[src/npt_consts.vh]
`ifndef NPT_CONSTS_VH
`define NPT_CONSTS_VH

// register bus geometry
`define NPT_ADDR_W          5
`define NPT_DATA_W          16

// register offset
`define NPT_OFS_NEXT_PAGE   5'h07

// field positions
`define NPT_BIT_MORE_PAGES  15
`define NPT_BIT_RESERVED    14
`define NPT_BIT_MSG_PAGE    13
`define NPT_BIT_COMPLY_ACK  12
`define NPT_BIT_ALT         11
`define NPT_CODE_HI         10
`define NPT_CODE_LO         0
`define NPT_CODE_W          11

// reset values
`define NPT_RST_MORE_PAGES  1'h0
`define NPT_RST_MSG_PAGE    1'h1
`define NPT_RST_COMPLY_ACK  1'h0
`define NPT_RST_ALT         1'h0
`define NPT_RST_CODE        11'h001
`define NPT_RD_ZERO         16'h0000
`define NPT_RSV_VAL         1'h0
`define NPT_RVALID_IDLE     1'h0

`endif

[src/npt_next_page_tx.v]
// Our own choice: the strobed register port.
`timescale 1ns/100ps
`default_nettype none
`include "npt_consts.vh"

module npt_next_page_tx (
    input  wire                     clk_sys,
    input  wire                     nrst,
    input  wire [`NPT_ADDR_W-1:0]   reg_addr,
    input  wire [`NPT_DATA_W-1:0]   reg_wdata,
    input  wire                     reg_wr,
    input  wire                     reg_rd,
    output reg  [`NPT_DATA_W-1:0]   reg_rdata,
    output reg                      reg_rvalid,
    input  wire                     an_restart,
    input  wire                     page_exchanged,
    input  wire                     exchanged_toggle,
    output wire [`NPT_DATA_W-1:0]   tx_page
);

    // register fields
    reg                         more_pages_flag;
    reg                         message_page_select;
    reg                         comply_acknowledge;
    reg                         alternation_bit;
    reg  [`NPT_CODE_W-1:0]      code_field;

    // next values
    reg                         next_more_pages_flag;
    reg                         next_message_page_select;
    reg                         next_comply_acknowledge;
    reg                         next_alternation_bit;
    wire [`NPT_CODE_W-1:0]      next_code_field;
    reg  [`NPT_DATA_W-1:0]      next_reg_rdata;
    reg                         next_reg_rvalid;

    // write data split into fields
    wire                        wdata_more_pages;
    wire                        wdata_msg_page;
    wire                        wdata_comply_ack;
    wire [`NPT_CODE_W-1:0]      wdata_code;

    // decode and assembled word
    wire                        hit;
    wire                        wr_hit;
    wire                        rd_hit;
    wire                        reserved_bit;
    wire [`NPT_DATA_W-1:0]      next_page_transmit;

    // reset image of the code field, taken per bit
    localparam [`NPT_CODE_W-1:0] code_rst = `NPT_RST_CODE;

    assign hit    = (reg_addr == `NPT_OFS_NEXT_PAGE);
    assign wr_hit = reg_wr & hit;
    assign rd_hit = reg_rd & hit;

    // bit 11 and bit 14 of the write word are dropped here
    assign wdata_more_pages = reg_wdata[`NPT_BIT_MORE_PAGES];
    assign wdata_msg_page   = reg_wdata[`NPT_BIT_MSG_PAGE];
    assign wdata_comply_ack = reg_wdata[`NPT_BIT_COMPLY_ACK];
    assign wdata_code       = reg_wdata[`NPT_CODE_HI:`NPT_CODE_LO];

    // reserved position stores nothing
    assign reserved_bit = `NPT_RSV_VAL;

    assign next_page_transmit = {more_pages_flag,
                                 reserved_bit,
                                 message_page_select,
                                 comply_acknowledge,
                                 alternation_bit,
                                 code_field};

    // word handed to the arbitration logic
    assign tx_page = next_page_transmit;

    // more pages flag
    always @* begin
        case (wr_hit)
            1'h1: begin
                next_more_pages_flag = wdata_more_pages;
            end

            1'h0: begin
                next_more_pages_flag = more_pages_flag;
            end

            default: begin
                next_more_pages_flag = more_pages_flag;
            end
        endcase
    end

    always @(posedge clk_sys or negedge nrst) begin
        if (!nrst) begin
            more_pages_flag <= `NPT_RST_MORE_PAGES;
        end else begin
            more_pages_flag <= next_more_pages_flag;
        end
    end

    // message or unformatted page select
    always @* begin
        case (wr_hit)
            1'h1: begin
                next_message_page_select = wdata_msg_page;
            end

            1'h0: begin
                next_message_page_select = message_page_select;
            end

            default: begin
                next_message_page_select = message_page_select;
            end
        endcase
    end

    always @(posedge clk_sys or negedge nrst) begin
        if (!nrst) begin
            message_page_select <= `NPT_RST_MSG_PAGE;
        end else begin
            message_page_select <= next_message_page_select;
        end
    end

    // comply acknowledge
    always @* begin
        case (wr_hit)
            1'h1: begin
                next_comply_acknowledge = wdata_comply_ack;
            end

            1'h0: begin
                next_comply_acknowledge = comply_acknowledge;
            end

            default: begin
                next_comply_acknowledge = comply_acknowledge;
            end
        endcase
    end

    always @(posedge clk_sys or negedge nrst) begin
        if (!nrst) begin
            comply_acknowledge <= `NPT_RST_COMPLY_ACK;
        end else begin
            comply_acknowledge <= next_comply_acknowledge;
        end
    end

    // code field, one flop per bit
    genvar gi;

    generate
        for (gi = 0; gi < `NPT_CODE_W; gi = gi + 1) begin : g_code

            assign next_code_field[gi] = wr_hit ? wdata_code[gi]
                                                : code_field[gi];

            always @(posedge clk_sys or negedge nrst) begin
                if (!nrst) begin
                    code_field[gi] <= code_rst[gi];
                end else begin
                    code_field[gi] <= next_code_field[gi];
                end
            end

        end
    endgenerate

    // toggle owned by arbitration; software writes never reach it
    always @* begin
        case ({an_restart, page_exchanged})
            2'h0: begin
                next_alternation_bit = alternation_bit;
            end

            2'h1: begin
                next_alternation_bit = ~exchanged_toggle;
            end

            2'h2, 2'h3: begin
                // restart beats a same-cycle exchange
                next_alternation_bit = `NPT_RST_ALT;
            end

            default: begin
                next_alternation_bit = alternation_bit;
            end
        endcase
    end

    always @(posedge clk_sys or negedge nrst) begin
        if (!nrst) begin
            alternation_bit <= `NPT_RST_ALT;
        end else begin
            alternation_bit <= next_alternation_bit;
        end
    end

    // read data stands only in the cycle after the strobe
    always @* begin
        next_reg_rvalid = reg_rd;
        case (rd_hit)
            1'h1: begin
                next_reg_rdata = next_page_transmit;
            end

            1'h0: begin
                // unmapped offsets and idle cycles read as zero
                next_reg_rdata = `NPT_RD_ZERO;
            end

            default: begin
                next_reg_rdata = `NPT_RD_ZERO;
            end
        endcase
    end

    always @(posedge clk_sys or negedge nrst) begin
        if (!nrst) begin
            reg_rdata  <= `NPT_RD_ZERO;
            reg_rvalid <= `NPT_RVALID_IDLE;
        end else begin
            reg_rdata  <= next_reg_rdata;
            reg_rvalid <= next_reg_rvalid;
        end
    end

endmodule // npt_next_page_tx
`default_nettype wire

[config.mk]
export PLATFORM = sky130hd
export DESIGN_NAME = npt_next_page_tx
export DESIGN_NICKNAME = d
export VERILOG_FILES = /design/src/npt_next_page_tx.v
export VERILOG_INCLUDE_DIRS = /design/src /design/src/src
export SDC_FILE = /design/constraint.sdc
export NUM_CORES = 1
export LEC_CHECK = 0
export ABC_AREA = 0
export BUFFER_PORTS_ARGS = -buffer_cell sky130_fd_sc_hd__buf_2
export CAP_MARGIN = 20
export CORE_MARGIN = 3
export CORE_UTILIZATION = 41
export CTS_BUF_LIST = sky130_fd_sc_hd__clkbuf_2
export DETAILED_ROUTE_END_ITERATION = 6
export PLACE_DENSITY = 0.77
export SYNTH_ARGS = -nofsm -noshare
export SYNTH_HDL_FRONTEND = slang
export SYNTH_SLANG_ARGS = --single-unit
[constraint.sdc]
create_clock -name clk_sys -period 0.8 [get_ports clk_sys]
set_clock_uncertainty 0.05 [all_clocks]
set_input_delay 0.08 -clock clk_sys [delete_from_list [all_inputs] [get_ports clk_sys]]
set_output_delay 0.08 -clock clk_sys [all_outputs]
set_load 0.05 [all_outputs]
# Word-level counts from Yosys, hierarchy flattened
# Cells that the tools add are included.
totals:
  input_bits: 28
  elab_cells: 32
  out_inout_bits: 33
  regBits: 32
classes:
  mux: 5
  n_eq_ne: 4
  reduce_logical: 2
  bitwise_logic: 4
op_table:
  columns: ["operator", "n"]
  rows:
  - ["one-hot mux 16 bit (2 select lines)", 1]
  - ["equality test 5 x 3 -> 1 bit, second input constant", 1]
  - ["equality test 2 bit, second input constant", 2]
  - ["2-to-1 mux 1 bit", 3]
  - ["AND 1 bit", 2]
  - ["equality test 2 x 1 -> 1 bit, second input constant", 1]
  - ["logical NOT 2 bit", 1]
  - ["NOT 1 bit", 2]
  - ["one-hot mux 1 bit (2 select lines)", 1]
  - ["OR reduction 2 bit", 1]

# Longest topological paths before layout
# Gate-level depths: netlist of run 1.
depth:
  word_depth: 4
  mapped_depth: 4
  depth_no_buf: 3

# Worst setup path before layout of run 1
# Ideal clock, no wire load.
synth_path:
  kind: "in2reg"
  from: "in reg_addr[3]"
  to: "reg comply_acknowledge"
  arrival_time_ns: 1.050
  setup_ns: 0.125
  path_buffers: 1
  path_slack_ns: -0.424
  required_time_ns: 0.625
  cell_stages: 4
  path_cell_list: "nand4b_4 nor3b_4 buf_6 mux2_2"
synth_between:
  elab_chain_len: 2
synth_lines:
  columns: ["element", "line", "rtl"]
  rows:
  - ["start: declaration", "npt_next_page_tx.v:9", "input wire [`NPT_ADDR_W-1:0] reg_addr,"]
  - ["equality test 5 x 3 -> 1 bit (no source line)", null, null]
  - ["AND 1 bit", "npt_next_page_tx.v:54", "assign wr_hit = reg_wr & hit;"]
  - ["end signal: assignment", "npt_next_page_tx.v:145", "comply_acknowledge <= `NPT_RST_COMPLY_ACK;"]
  - ["end signal: assignment", "npt_next_page_tx.v:147", "comply_acknowledge <= next_comply_acknowledge;"]
  - ["end: declaration", "npt_next_page_tx.v:24", "reg comply_acknowledge;"]
# Every way passes these cells.
# A chain may end at the register's enable or synchronous reset.

# Worst setup path after layout of run 1
layout_path:
  from: "reg message_page_select"
  to: "out tx_page[13]"
layout_lines:
  columns: ["element", "line", "rtl"]
  rows:
  - ["start: declaration", "npt_next_page_tx.v:23", "reg message_page_select;"]
  - ["start signal: assignment", "npt_next_page_tx.v:120", "message_page_select <= `NPT_RST_MSG_PAGE;"]
  - ["start signal: assignment", "npt_next_page_tx.v:122", "message_page_select <= next_message_page_select;"]
  - ["end: declaration", "npt_next_page_tx.v:18", "output wire [`NPT_DATA_W-1:0] tx_page"]
# No word-level cell between the ends.

==> results.md, run 1 <==
- Proportion of power drawn by the clock network: 17.3%
- Initial core utilization: 44.8%
- Post-synth cell types: 13
- Number of placed I/O pins: 61
- Final wirelength: 3200 um
- GR Util met1: 19.7%
- Global-route wire length before repair: 4860 um
- Layout Cell Area excl Fill: 0.00217 mm2
- Largest net degree at the start of global routing: 32
- Cell-by-cell trace of the critical path: buf_8
- Max FO, Critical Path: 2
- Area growth syn-to-layout: 87.1%
- Post-route clock period utilization: 150%
- Maximum VDD drop: 1.59 mV
- Core utilization of the finished layout: 83.8%
- Cell with the largest stage delay on the worst path: sky130_fd_sc_hd__dfstp_2
- Switching Fraction: 35.0%
- WP buf/inv: 1
- Cell at the root of the clock tree: sky130_fd_sc_hd__clkbuf_2
- GR Layer Usage met2: 37.8%
- Proportion of power drawn by flip-flops and latches: 44.7%
- Flip-flop and latch count after synthesis: 31
- Maximum capacitance violations: 0
- Outcome: finished with violations
- Total number of clock tree sinks: 31
- Worst-skew pair later-pin latency: 0.33 ns
- Final worst-path setup slack: -0.397 ns
- Worst setup path category: reg -> out
- Number of levels the H-tree was split into: 2
- Final Net Count: 196
- Worst min-delay path class: in -> async
- Register-to-register path setup slack: -0.22 ns
- Synth top area share: 62.6%
- Avg Vias per Cell: 4.63
- Internal power component: 2720 uW
- Die Span X: 59.2 um
- Top cell type by total area after synthesis: sky130_fd_sc_hd__dfrtp_1
- First-pass iteration count of the detailed router: 4
- CP endpoint kind: output port
- Share of cells above drive strength 1: 67.5%
- Number of inserted diodes: 0
- Launch point of the worst reg-to-reg path: message_page_select
- Core Box Area: 0.00259 mm2
- Maximum count of clock buffers along a single path: 2
- Post-Synthesis Cell Area: 0.00116 mm2
- Minimum hold slack: 0.128 ns
- Post-DRT Antenna Nets: 0
- Vertical extent of the die: 59.2 um
- Clock transition at the registers of the reported paths: 0.17 ns
- Routability-driven placement congestion ratio: 0.686
- Global routing's busiest layer: met2
- Critical Path Start: message_page_select
- Most common cell after layout, fill and taps aside: sky130_fd_sc_hd__buf_6
- CTS tree: done
- Achievable Freq: 0.835 GHz
- Critical Path Stages: 1
- Fillers: 119
- Net switching power of the design: 1460 uW
- FF-to-FF path depth: 3
- Remaining routing DRC violations: 0
- Top library cells by usage in the layout, fill and taps aside: sky130_fd_sc_hd__buf_6, sky130_fd_sc_hd__dfrtp_1, sky130_fd_sc_hd__buf_2
- Hold Vio Cnt, Final: 0
- Setup repair after global routing missed its margin: yes
- Part of the total power dissipated in combinational logic: 38.0%
- Total design power: 4180 uW
- Finish-stage setup viols: 56
- PortBufs: 56
- Power per Cell Area: 1930 mW/mm2
- Sequential area share after synthesis: 67.1%
- Vias in the first global route: 1006
- Failing checks: setup timing
- Detail-routed net length per standard cell: 16.1 um
- Die Area: 0.00350 mm2
- LEAKAGE: 0.00111 uW
- Worst reg2reg endpoint: message_page_select
- Number of warnings reported in the yosys synthesis log: 0
- Number of DRC violations after detailed-routing iteration 0: 6
- Largest stage delay on the critical path: 0.58 ns
- Initial antenna violation count: 0
- Number of buffers added by the clock tree synthesis step: 5
- Startpoint type of the worst setup path: flip-flop
- Gate Count Post-Synth: 74
- Post-synthesis average cell area: 15.7 um2
- Standard-cell rows: 18
- WP data required: 0.67 ns
- Total track usage: 19.6%
- Routing usage on met3: 4.14%
- Area after detailed placement: 0.00153 mm2
- Total via count in the routed design: 921
- Kind of cell with the highest combined delay on the critical path: flip-flops
- Most area-consuming cells after synthesis: sky130_fd_sc_hd__dfrtp_1, sky130_fd_sc_hd__mux2_2, sky130_fd_sc_hd__and2_1, sky130_fd_sc_hd__dfstp_2, sky130_fd_sc_hd__buf_4
- Termination of the worst setup path: tx_page[13]
- Worst Path Arrival: 1.07 ns
- Slew Viols, Final: 0
- Global route overflow: 0
- Crit path time final: 1.20 ns
==> registers in the layout, summed over array words and instances, names as in the netlist <==
name	flops
alternation_bit	1
comply_acknowledge	1
message_page_select	1
more_pages_flag	1
reg_rdata	15
reg_rvalid	1
tx_page	11
==> what timing repair did <==
action | CTS | global route
setup buffers | 10 | 4
hold buffers | 19 | 0
resized for setup | 87 | 9
hold endpoints to repair | 47 | 0
endpoints found under the setup margin | 47 | 56
gates cloned | 1 | 0
pin swaps | 3 | 3
==> per-stage QoR <==
stage,setup TNS [ns],worst slack [ns],instances
3_5_place_dp,-11.91,-0.499,160
4_1_cts,-10.59,-0.413,198
6_report,-10.67,-0.397,199
2_1_floorplan,-6.65,-0.403,75
5_1_grt,-12.66,-0.445,199
3_3_place_gp,-11.00,-0.455,160
==> synthesized netlist by cell type <==
cell type / instances
sky130_fd_sc_hd__dfrtp_1: 29
sky130_fd_sc_hd__and2_1: 15
sky130_fd_sc_hd__conb_1: 1
sky130_fd_sc_hd__a211oi_1: 1
sky130_fd_sc_hd__dfstp_2: 2
sky130_fd_sc_hd__nor3b_4: 1
sky130_fd_sc_hd__mux2_2: 14
sky130_fd_sc_hd__clkbuf_1: 1
sky130_fd_sc_hd__nor2_1: 1
sky130_fd_sc_hd__buf_6: 1
sky130_fd_sc_hd__nand4b_4: 1
sky130_fd_sc_hd__nor3b_2: 1
sky130_fd_sc_hd__buf_4: 6
==> layer usage <==
metal | vias up | wire length [um]
met1 | 459 | 1090
li1 | 424 | -
met2 | 34 | 1920
met3 | 4 | 149
met5 | - | 0
met4 | 0 | 41
==> worst reg2reg max path: stages, from the launching register on <==
cell	delay, ns
sky130_fd_sc_hd__dfstp_2	0.41
sky130_fd_sc_hd__buf_4	0.13
sky130_fd_sc_hd__buf_4	0.13
sky130_fd_sc_hd__mux2_2	0.25
==> cell families after synthesis <==
logic type,synth area share (%)
flops,67.1
simple gates,13.2
mux,13.6
buf+inv,5.18
compound gates,0.647
other cells,0.323
==> cell type report <==
| type | count | area, um2 | share of cell area, % |
|---|---|---|---|
| Clock buffer | 6 | 30.0 | 1.38 |
| Clock inverter | 2 | 8.76 | 0.404 |
| Multi-Input combinational cell | 36 | 410 | 18.9 |
| Sequential cell | 31 | 779 | 35.9 |
| Tap cell | 30 | 37.5 | 1.73 |
| Timing Repair Buffer | 94 | 903 | 41.6 |
==> power by group through the flow <==
| stage | logic [uW] | registers, uW | clock network (uW) |
|---|---|---|---|
| after global placement | 1040 | 1850 | 0 |
| final | 1590 | 1870 | 726 |
| after CTS | 1540 | 1860 | 728 |
| after detailed placement | 1060 | 1850 | 0 |
| after floorplan | 393 | 2260 | 0 |
| after global routing | 1660 | 1890 | 809 |
==> how the worst min path moves through the flow <==
| stage | startpoint | slack, ns | cells past startpoint | to |
|---|---|---|---|---|
| 2_1_floorplan | nrst | -0.27 | 0 | alternation_bit |
| 3_3_place_gp | nrst | -0.01 | 2 | reg_rdata[15] |
| 3_5_place_dp | nrst | -0.007 | 2 | reg_rdata[15] |
| 4_1_cts | nrst | 0.11 | 3 | reg_rdata[11] |
| 5_1_grt | nrst | 0.12 | 3 | reg_rdata[11] |
| 6_report | nrst | 0.13 | 3 | reg_rdata[11] |
Note: power is estimated with default switching activity, not from simulation.
==> run 2, diff against run 1 <==
Settings changed: ABC_AREA 0 to 1, CORE_UTILIZATION 41 to 42.
==> run 2 against run 1 <==
Net effect:
- clock power rose by 52%
- sequential power barely moved
- largest power group unchanged
- routed wire length rose by 37%
- global-route usage rose by 3.5 points
- non-clock buffer count rose by 2
- largest cell class unchanged
- final cell count rose by 25%
- flip-flop and latch count did not move
- the run still ends with setup timing left
- synthesized area rose by 5.1%
- total power rose by 15%
==> results.md, run 2 <==
- Minimum hold slack: 0.0580 ns (-0.0696 ns)
- Sequential area share after synthesis: 63.9% (-3.2 points)
- Number of synthesized flops with an enable pin: 0 (unchanged)
- Global-route wire length before repair: 5760 um (+18%)
- Global route overflow: 0 (unchanged)
- Termination of the worst setup path: tx_page[13]
- Achievable Freq: 0.809 GHz (-3.2%)
- Fillers: 122 (+2.5%)
- Number of warnings reported in the yosys synthesis log: 0 (unchanged)
- Startpoint type of the worst setup path: flip-flop
- Clock transition at the registers of the reported paths: 0.16 ns (about the same)
- Top library cells by usage in the layout, fill and taps aside: sky130_fd_sc_hd__buf_6, sky130_fd_sc_hd__buf_2, sky130_fd_sc_hd__dlygate4sd3_1
- Number of DRC violations after detailed-routing iteration 0: 49 (+43)
- Synth top area share: 59.5% (-3.0 points)
- Number of levels the H-tree was split into: 2 (unchanged)
- Setup repair after global routing missed its margin: yes
- Detail-routed net length per standard cell: 17.6 um (+9.6%)
- CP endpoint kind: output port
- LEAKAGE: 0.00116 uW (+3.8%)
- Area growth syn-to-layout: 85.3%
- Cell-by-cell trace of the critical path: buf_8
- Total design power: 4800 uW (+15%)
- Worst min-delay path class: in -> reg
- Standard-cell rows: 18 (unchanged)
- Post-route clock period utilization: 155% (+4.9 points)
- Cell at the root of the clock tree: sky130_fd_sc_hd__clkbuf_2
- Number of placed I/O pins: 61 (unchanged)
- Kind of cell with the highest combined delay on the critical path: flip-flops
- Placed cells: 205 (+28%)
- Non-Filler Instances: 248 (+25%)
- Ranking of synthesized cells by instance count: sky130_fd_sc_hd__dfrtp_1, sky130_fd_sc_hd__nand2_1, sky130_fd_sc_hd__inv_1
- Routability-driven placement congestion ratio: 0.705 (+2.8%)
- Flip-flop and latch count after synthesis: 31 (unchanged)
- Critical Path Stages: 1 (unchanged)
- Number of buffers added by the clock tree synthesis step: 5 (unchanged)
- Max FO, Critical Path: 2 (unchanged)
- FF-to-FF path depth: 4 (+1)
- Ys async rst share: 100% (unchanged)
- Largest stage delay on the critical path: 0.59 ns (about the same)
- Failing checks: setup timing
- Gate Count Post-Synth: 123 (+66%)
- WP data required: 0.67 ns (about the same)
- Final wirelength: 4370 um (+37%)
- Share of cells above drive strength 1: 60.6% (-6.9 points)
- Initial antenna violation count: 0 (unchanged)
- Total via count in the routed design: 1232 (+34%)
- Die Span X: 59.9 um (+1.1%)
- Cell with the largest stage delay on the worst path: sky130_fd_sc_hd__dfstp_2
- Outcome: finished with violations
- Post-synthesis average cell area: 9.91 um2 (-37%)
- WP buf/inv: 1 (unchanged)
- Placement-stage worst setup slack: -0.235 ns (+0.264 ns)
- Vertical extent of the die: 59.9 um (+1.1%)
- Worst Path Arrival: 1.11 ns (+0.04 ns)
- Number of inserted diodes: 0 (unchanged)
- Vias in the first global route: 1266 (+26%)
- Slew Viols, Final: 0 (unchanged)
- Maximum capacitance violations: 0 (unchanged)
- Most area-consuming cells after synthesis: sky130_fd_sc_hd__dfrtp_1, sky130_fd_sc_hd__nand2_1, sky130_fd_sc_hd__nand3_1, sky130_fd_sc_hd__inv_1, sky130_fd_sc_hd__nor2_1
- Maximum VDD drop: 1.90 mV (+19%)
- Critical Path Start: message_page_select
- Final worst-path setup slack: -0.436 ns (-0.0391 ns)
- Crit path time final: 1.24 ns (+0.0391 ns)
- Post-Synthesis Cell Area: 0.00122 mm2 (+5.1%)
- Largest register FFs: 15 (unchanged)
- Finish-stage setup viols: 56 (unchanged)
- Main flop type after synthesis: sky130_fd_sc_hd__dfrtp_1
- Initial core utilization: 46.6% (+1.9 points)
- Origin of the worst min-delay path: reg_wr
- Total number of clock tree sinks: 31 (unchanged)
- Sum of negative setup slack: -10.86 ns (-0.197 ns)
- Worst reg2reg endpoint: message_page_select
- Remaining routing DRC violations: 0 (unchanged)
- Die Area: 0.00358 mm2 (+2.3%)
- Top cell type by total area after synthesis: sky130_fd_sc_hd__dfrtp_1
- First-pass iteration count of the detailed router: 4 (unchanged)
- Maximum count of clock buffers along a single path: 2 (unchanged)
- Final Net Count: 245 (+25%)
- Hpwl dp: 1930 um
- Core Box Area: 0.00261 mm2 (+0.87%)
- Worst-skew pair later-pin latency: 0.40 ns (+0.07 ns)
- Largest register by flop count: reg_rdata
- Hold Vio Cnt, Final: 0 (unchanged)
- Worst setup path category: reg -> out
- Most common cell after layout, fill and taps aside: sky130_fd_sc_hd__buf_6
- Avg Vias per Cell: 4.97 (+7.3%)
- CTS tree: done
- Post-DRT Antenna Nets: 0 (unchanged)
- Power per Cell Area: 2130 mW/mm2 (+10%)
- Cell with the most instances after synthesis: sky130_fd_sc_hd__dfrtp_1
- PortBufs: 56 (unchanged)
- Register-to-register path setup slack: -0.23 ns (about the same)
- Largest net degree at the start of global routing: 32 (unchanged)
- Post-synth cell types: 15 (+2)
- Total track usage: 23.2% (+3.5 points)
- Launch point of the worst reg-to-reg path: message_page_select
## run 2: area by class of cell
cell class / count / area [um2] / share of cell area, %
Tap cell: 30 / 37.5 / 1.66
Sequential cell: 31 / 791 / 35.0
Multi-Input combinational cell: 66 / 378 / 16.7
Timing Repair Buffer: 96 / 910 / 40.3
Clock inverter: 3 / 38.8 / 1.72
Inverter: 17 / 78.8 / 3.49
Clock buffer: 5 / 25.0 / 1.11
## run 2: repair_timing
action	in CTS	in global routing
pin swaps	1	11
hold buffers	20	0
endpoints found under the setup margin	33	57
resized for setup	67	49
buffers inserted	12	7
hold endpoints to repair	51	0
## run 2: where the power goes
| part | total, uW | internal (uW) | switching [uW] | leakage [uW] |
|---|---|---|---|---|
| clock network | 1100 | 514 | 589 | 0.0000404 |
| logic | 1820 | 790 | 1030 | 0.000719 |
| registers | 1880 | 1740 | 140 | 0.000397 |
| total | 4800 | 3040 | 1760 | 0.00116 |
## run 2: worst min path at each step
stage                          end  slack, ns  depth (start not counted)
3_3_place_gp         reg_rdata[11]      -0.01                          2
3_5_place_dp       alternation_bit     -0.006                          2
6_report                tx_page[0]       0.06                          4
2_1_floorplan      alternation_bit      -0.27                          0
5_1_grt                 tx_page[2]       0.04                          4
4_1_cts        message_page_select       0.03                          4
## run 2: per-stage QoR
stage,util [%],cell area [um2]
floorplan,-,1260
global placement,59.5,1560
detailed placement,59.5,1560
CTS,81.2,2120
global route,86.4,2260
finish,86.4,2260
## run 2: layer usage
metal | GRT usage (%) | routed length [um] | vias up
met5 | 0 | 0 | -
met4 | 13.3 | 150 | 0
met3 | 8.21 | 314 | 20
met2 | 42.0 | 2470 | 71
met1 | 22.2 | 1430 | 594
li1 | - | - | 547
## run 2: kinds of logic (layout without fill, tap and decap cells)
| group | count (synthesis) | after routing | synth area share [%] |
|---|---|---|---|
| compound gates | 1 | 1 | 0.616 |
| buf+inv | 27 | 121 | 11.8 |
| flops | 31 | 31 | 63.9 |
| other cells | 1 | 2 | 0.308 |
| simple gates | 63 | 63 | 23.4 |
## run 2: worst min-delay path, delay by kind of cell
| kind | cells | cell delay, ns |
|---|---|---|
| buffers and inverters | 2 | 0.28 |
| and+or+nand+nor | 2 | 0.13 |
